## src/rtl/bcc_pkg.sv

```systemverilog
// Package for the biopotential channel configuration register pair.
// Assumes a host reaches the registers by address over the serial port.
package bcc_pkg;

	// Register addresses on the serial register port
	localparam logic [6:0] ADDR_INPUT_SWITCH_CONFIG = 7'h14;
	localparam logic [6:0] ADDR_CHANNEL_CONFIG      = 7'h15;

	// Input switch configuration fields
	localparam int         POS_POLARITY_INVERT   = 23;
	localparam int         POS_POSITIVE_ISOLATE  = 21;
	localparam int         POS_NEGATIVE_ISOLATE  = 20;

	// Channel configuration fields
	localparam int         POS_RATE_LO           = 22;
	localparam int         POS_GAIN_LO           = 16;
	localparam int         POS_HIGHPASS          = 14;
	localparam int         POS_LOWPASS_LO        = 12;

	// Reset values
	localparam logic       RST_POLARITY_INVERT   = 1'h0;
	localparam logic       RST_POSITIVE_ISOLATE  = 1'h1;
	localparam logic       RST_NEGATIVE_ISOLATE  = 1'h1;
	localparam logic [1:0] RST_RATE              = 2'h2;
	localparam logic [1:0] RST_GAIN              = 2'h0;
	localparam logic       RST_HIGHPASS          = 1'h1;
	localparam logic [1:0] RST_LOWPASS           = 2'h1;

	// Master tick selections
	localparam logic [1:0] TICK_32768            = 2'h0;
	localparam logic [1:0] TICK_32000_A          = 2'h1;

	// Sample speed codes
	localparam logic [1:0] RATE_FAST             = 2'h0;
	localparam logic [1:0] RATE_MID              = 2'h1;

	// Low-pass cutoff codes
	localparam logic [1:0] LPF_40HZ              = 2'h1;
	localparam logic [1:0] LPF_100HZ             = 2'h2;
	localparam logic [1:0] LPF_150HZ             = 2'h3;

	// Gain codes select 20 V/V shifted left by the code
	localparam int         GAIN_BASE_VV          = 20;

endpackage

```

## src/rtl/bcc_config_regs.sv

```systemverilog
// Configuration register pair for one biopotential acquisition channel.
// Assumes the serial port decoder delivers one-cycle write strobes and a
// combinational read address; master tick select comes from elsewhere.
//
// Behaviour
// - Bit 23 inverts input polarity, resets 0
// - Bit 21 isolates positive electrode, resets 1
// - Bit 20 isolates negative electrode, resets 1
// - 32768 Hz tick: codes give 512/256/128 sps
// - First 32000 Hz tick: codes give 500/250/125
// - Speed field resets 10; rate needs tick
// - Gain bits 17:16 select 20..160 V/V
// - Bit 14 enables 0.5 Hz high-pass, resets 1
// - Low-pass bits 13:12: bypass/40/100/150, resets 01
// - 100 Hz only at 512/256/500/250 sps
// - 150 Hz only at 512/500 sps
// - Unsupported low-pass code runs as 40 Hz
// - Stored value kept; readback shows effective code
// - Changes may break sample stream continuity
`timescale 1ns/1ps
module bcc_config_regs (
	// Clock and reset
	input  wire logic        clk_i,
	input  wire logic        rst_n_i,
	input  wire logic        clk_en_i,
	// Register port
	input  wire logic [6:0]  reg_addr_i,
	input  wire logic        reg_wr_i,
	input  wire logic [23:0] reg_wdata_i,
	output logic      [23:0] reg_rdata_o,
	output logic             reg_hit_o,
	// Timing selection from the general configuration
	input  wire logic [1:0]  master_tick_select_i,
	// Analog and filter controls
	output logic             input_polarity_invert_o,
	output logic             positive_input_isolate_o,
	output logic             negative_input_isolate_o,
	output logic [1:0]       sample_rate_code_o,
	output logic [1:0]       gain_code_o,
	output logic [7:0]       gain_vv_o,
	output logic             highpass_filter_on_o,
	output logic [1:0]       lowpass_cutoff_select_o,
	output logic             config_changed_o
);

	////////////////////////////////////////////////////////////////////////

	typedef struct packed {
		logic       input_polarity_invert;
		logic       open_p;
		logic       open_n;
		logic [1:0] rate;
		logic [1:0] gain;
		logic       hpf;
		logic [1:0] lpf;
		logic       changed;
	} bcc_state_s;

	bcc_state_s state_reg;
	bcc_state_s state_next;
	logic [1:0] lpf_eff;
	logic [23:0] ch_word;

	bcc_lpf_map u_lpf_map (
		.master_tick_select_i (master_tick_select_i),
		.rate_i               (state_reg.rate),
		.lowpass_req_i        (state_reg.lpf),
		.lowpass_eff_o        (lpf_eff)
	);

	////////////////////////////////////////////////////////////////////////

	always_comb begin
		state_next = state_reg;
		state_next.changed = 1'h0;
		if (reg_wr_i && reg_addr_i == bcc_pkg::ADDR_INPUT_SWITCH_CONFIG) begin
			state_next.input_polarity_invert    = reg_wdata_i[bcc_pkg::POS_POLARITY_INVERT];
			state_next.open_p = reg_wdata_i[bcc_pkg::POS_POSITIVE_ISOLATE];
			state_next.open_n = reg_wdata_i[bcc_pkg::POS_NEGATIVE_ISOLATE];
		end
		if (reg_wr_i && reg_addr_i == bcc_pkg::ADDR_CHANNEL_CONFIG) begin
			// Rate code 11 is trusted not to arrive; it is stored as is
			state_next.rate = reg_wdata_i[bcc_pkg::POS_RATE_LO +: 2];
			state_next.gain = reg_wdata_i[bcc_pkg::POS_GAIN_LO +: 2];
			state_next.hpf  = reg_wdata_i[bcc_pkg::POS_HIGHPASS];
			state_next.lpf  = reg_wdata_i[bcc_pkg::POS_LOWPASS_LO +: 2];
			// Downstream may flush its pipeline; no continuity is kept
			state_next.changed = 1'h1;
		end
		if (!rst_n_i) begin
			state_next.input_polarity_invert     = bcc_pkg::RST_POLARITY_INVERT;
			state_next.open_p  = bcc_pkg::RST_POSITIVE_ISOLATE;
			state_next.open_n  = bcc_pkg::RST_NEGATIVE_ISOLATE;
			state_next.rate    = bcc_pkg::RST_RATE;
			state_next.gain    = bcc_pkg::RST_GAIN;
			state_next.hpf     = bcc_pkg::RST_HIGHPASS;
			state_next.lpf     = bcc_pkg::RST_LOWPASS;
			state_next.changed = 1'h0;
		end
	end

	always_ff @(posedge clk_i) begin
		if (clk_en_i || !rst_n_i) begin
			state_reg <= state_next;
		end
	end

	////////////////////////////////////////////////////////////////////////

	always_comb begin
		ch_word = 24'h000000;
		ch_word[bcc_pkg::POS_RATE_LO +: 2]    = state_reg.rate;
		ch_word[bcc_pkg::POS_GAIN_LO +: 2]    = state_reg.gain;
		ch_word[bcc_pkg::POS_HIGHPASS]        = state_reg.hpf;
		ch_word[bcc_pkg::POS_LOWPASS_LO +: 2] = lpf_eff;
		reg_rdata_o = 24'h000000;
		reg_hit_o   = 1'h1;
		case (reg_addr_i)
			bcc_pkg::ADDR_INPUT_SWITCH_CONFIG: begin
				reg_rdata_o[bcc_pkg::POS_POLARITY_INVERT]  = state_reg.input_polarity_invert;
				reg_rdata_o[bcc_pkg::POS_POSITIVE_ISOLATE] = state_reg.open_p;
				reg_rdata_o[bcc_pkg::POS_NEGATIVE_ISOLATE] = state_reg.open_n;
			end
			bcc_pkg::ADDR_CHANNEL_CONFIG: begin
				reg_rdata_o = ch_word;
			end
			default: begin
				reg_hit_o = 1'h0;
			end
		endcase
	end

	always_comb begin
		input_polarity_invert_o  = state_reg.input_polarity_invert;
		positive_input_isolate_o = state_reg.open_p;
		negative_input_isolate_o = state_reg.open_n;
		sample_rate_code_o       = state_reg.rate;
		gain_code_o              = state_reg.gain;
		gain_vv_o = 8'(bcc_pkg::GAIN_BASE_VV << state_reg.gain);
		highpass_filter_on_o     = state_reg.hpf;
		lowpass_cutoff_select_o  = lpf_eff;
		config_changed_o         = state_reg.changed;
	end

endmodule

```

## src/rtl/bcc_lpf_map.sv

```systemverilog
// Maps a requested low-pass code to the code the filter really uses.
// Assumes the tick selection and sample speed are the live register values.
`timescale 1ns/1ps
module bcc_lpf_map (
	// Settings
	input  wire logic [1:0] master_tick_select_i,
	input  wire logic [1:0] rate_i,
	input  wire logic [1:0] lowpass_req_i,
	// Effective code
	output logic      [1:0] lowpass_eff_o
);
	logic fast_tick;
	logic ok_100;
	logic ok_150;

	always_comb begin
		// Only the two high-rate tick selections reach 250 sps and above
		fast_tick = (master_tick_select_i == bcc_pkg::TICK_32768) ||
		            (master_tick_select_i == bcc_pkg::TICK_32000_A);
		ok_100 = fast_tick && ((rate_i == bcc_pkg::RATE_FAST) ||
		                       (rate_i == bcc_pkg::RATE_MID));
		ok_150 = fast_tick && (rate_i == bcc_pkg::RATE_FAST);
		lowpass_eff_o = lowpass_req_i;
		if ((lowpass_req_i == bcc_pkg::LPF_100HZ && !ok_100) ||
		    (lowpass_req_i == bcc_pkg::LPF_150HZ && !ok_150)) begin
			lowpass_eff_o = bcc_pkg::LPF_40HZ;
		end
	end
endmodule

```

## config.mk

```make
export PLATFORM = sky130hd
export DESIGN_NAME = bcc_config_regs
export DESIGN_NICKNAME = d
export VERILOG_FILES = /design/src/rtl/bcc_pkg.sv /design/src/rtl/bcc_config_regs.sv /design/src/rtl/bcc_lpf_map.sv
export SDC_FILE = /design/constraint.sdc
export NUM_CORES = 1
export LEC_CHECK = 0
export ABC_AREA = 1
export BUFFER_PORTS_ARGS = -buffer_cell sky130_fd_sc_hd__buf_4
export CORE_AREA = 2 2 52 54
export CTS_CLUSTER_DIAMETER = 40
export CTS_CLUSTER_SIZE = 40
export DETAILED_ROUTE_END_ITERATION = 6
export DIE_AREA = 0 0 54 56
export GPL_ROUTABILITY_DRIVEN = 0
export HOLD_SLACK_MARGIN = 0.08
export PLACE_DENSITY = 0.75
export SYNTH_ARGS = -nofsm -noshare
export SYNTH_HDL_FRONTEND = slang
export SYNTH_SLANG_ARGS = --single-unit
```

## constraint.sdc

```tcl
create_clock -name clk_i -period 1.74 [get_ports clk_i]
set_clock_uncertainty 0.2 [all_clocks]
set_input_delay 0.087 -clock clk_i [delete_from_list [all_inputs] [get_ports clk_i]]
set_output_delay 0.087 -clock clk_i [all_outputs]
set_load 0.1 [all_outputs]
```

==> impl_results.md <==
- Setup TNS Final: 0 ns
- Mapped cell area: 862 µm²
- Post-Route WL: 2210 µm
- Final Slew Violations: 0
- Critical Path RT: 1.58 ns
- Largest net degree at the start of global routing: 10
- Grt ovf: 0
- Synth Instances: 102
- Register area: 330 µm²
- RSZ-0062 raised after global routing: false
- NetSw: 529 µW
- CP Max Fanout: 1
- Reg power frac: 0.315
- HP Start: reg_addr_i[1]
- Top delay family on crit path: buffers and inverters
- Mean Syn Cell Area: 8.45 µm²
- Fmax: 583 MHz
- Peak supply drop: 0.402 mV
- Final nets: 209
- Clock buffer depth: 2
- Max-Cap Viols: 0
- Met1 Use GR: 0.164
- PD cells: 697 mW/mm²
- Layout area overhead: 71.7%
- Postcts setup bufs: 0
- Die Area: 0.00302 mm²
- Crit path DAT: 1.56 ns
- DIE WIDTH: 54 µm
- Global-route met3 utilization: 0.0161
- Height of the die: 56 µm
- Clock power share: 0.179
- Combinational power share: 0.505
- FF+latch count, synth: 11
- Inserted Diodes: 0
- Layout cell share with drive strength beyond 1: 0.474
- Min-Delay Path Class: in -> reg
- Final setup violation count: 0
- CTS tree: done
- # rows: 18
- Cell count of the worst hold path: 4
- CTS H-tree lvls: 1
- Num CTS Buffers: 3
- Cell breakdown of the critical path: dlygate4sd3_1 > buf_4 > or2_1 > dlygate4sd3_1
- Seq/Total Area, Yosys: 0.383
- Number of I/O port buffers: 47
- Slowest cell on crit path: dlygate4sd3_1
- Yosys cell types: 20
- Dpl cells: 173
- Synthesis Warnings: 0
- Top Usage Layer GRT: met2
- Vias per cell: 4.13
- Tmin final: 1.71 ns
- Pleak: 0.771 nW
- CTS root buf: clkbuf_4
- Worst Hold Path EP: input_polarity_invert_o$_SDFFCE_PN0P_
- Worst path bufs/invs: 3
- Initial antenna violation count: 0
- Status: completed
- Clock sinks: 11
- First-pass GRT wire length: 3540 µm
- Vias in the first global route: 800
- Layout Cells excl Fill: 201
- Most used cell, CP: dlygate4sd3_1
- DRT iter0 DRCs: 7
- Core region area: 0.00243 mm²
- Final hold viol count: 0
- # IOs: 81
- Layout fillers: 197
- Int Power: 504 µW
- Total number of vias: 831
- Starting density of the core: 0.354
- Final HPWL DP: 1510 µm
- Sw Share: 0.512
- Tot GR Track Use: 0.163
- DRC: 0
- CP startpoint kind: primary input
- Final period util: 0.985
- Setup CP Type: in -> reg
- DRT Pass-1 Iters: 4
- Met2 GRT Util: 0.303
- Multi-input combinational cell area: 403 µm²
- CP peak stage delay: 0.56 ns
- Crit end category: flip-flop
- Reg clk slew, reported paths: 0.08 ns
- Final antenna-violating net count: 0
- Routed length per placed instance: 11.0 µm
-- cell families (layout without fill, tap and decap cells) --
logic type | after synthesis | count (layout) | share of synthesized area
other | 1 | 17 | 0.00435
buffers and inverters | 43 | 96 | 0.284
DFF | 11 | 11 | 0.383
and+or+nand+nor | 45 | 45 | 0.316
AOI/OAI and AO/OA | 2 | 2 | 0.0116
-- synth_stat cells, drive strengths merged --
cell,instances,area share
conb,1,0.0043
nand3,3,0.017
a21oi,1,0.0058
buf,23,0.20
nor2,18,0.13
inv,20,0.087
o21ai,1,0.0058
or2,3,0.022
nor3,1,0.012
edfxtp,11,0.38
nand2,15,0.083
nand4,4,0.046
nand3b,1,0.0087
-- final cells by class --
class | instances | share of cell area
flip-flops and latches | 11 | 0.223
clock buffers | 4 | 0.0178
well taps | 30 | 0.0254
inverters | 20 | 0.0507
multi-input cells | 64 | 0.272
repair buffers | 72 | 0.411
-- per-stage QoR --
step                hold WS [ns]  cell area (µm²)  total power, mW   util  setup WS (ns)
finish                     0.118             1480             1.03  0.609         0.0260
global route               0.143             1480             1.07  0.609        0.00277
CTS                        0.101             1470             1.02  0.603         0.0380
detailed placement         0.149             1200            0.818  0.493          0.217
global placement           0.147             1200            0.813  0.493          0.273
floorplan                 0.0596              972            0.767      -         -0.334
-- tightest hold or removal path, cell delays in order --
cell	delay [ns]
buf_4	0.09
nor3_2	0.05
nand3b_1	0.10
nand2_1	0.10
-- power by group through the flow --
stage               Sequential, mW  Combinational (mW)  Clock, mW
floorplan                    0.391               0.376          0
global placement             0.329               0.484          0
detailed placement           0.330               0.488          0
CTS                          0.324               0.519      0.177
global route                 0.328               0.540      0.200
finish                       0.326               0.522      0.185
-- placed cells by master, fill, tap and decap left out, drive strengths merged --
master	count
inv	20
nor3	1
nand2	15
buf	48
nand4	4
a21oi	1
or2	3
clkbuf	4
o21ai	1
dlygate4sd3	24
nand3b	1
edfxtp	11
nor2	18
nand3	3
conb	17
-- worst max-delay path by stage --
stage | cells past startpoint | slack, ns | to | from
finish | 4 | 0.03 | positive_input_isolate_o$_SDFFCE_PN1P_ | reg_wdata_i[21]
global route | 5 | 0.003 | config_changed_o$_SDFFCE_PN0P_ | reg_wr_i
CTS | 4 | 0.04 | config_changed_o$_SDFFCE_PN0P_ | clk_en_i
detailed placement | 7 | 0.22 | reg_rdata_o[20] | reg_addr_i[3]
global placement | 7 | 0.27 | reg_rdata_o[20] | reg_addr_i[3]
floorplan | 2 | -0.33 | reg_rdata_o[16] | gain_code_o[0]$_SDFFCE_PN0P_
-- per-layer routing --
metal  part of all wire  vias to the layer above
li1                   -                      411
met4              0.028                        0
met3              0.051                        5
met2               0.57                       36
met1               0.35                      379
met5                  0                        -
-- timing repair --
item	CTS	global route
hold buffers	24	0
endpoints found under the hold margin	15	0
endpoints found under the setup margin	0	4
resized for setup	0	4
Power figures use the tool's default switching activity.
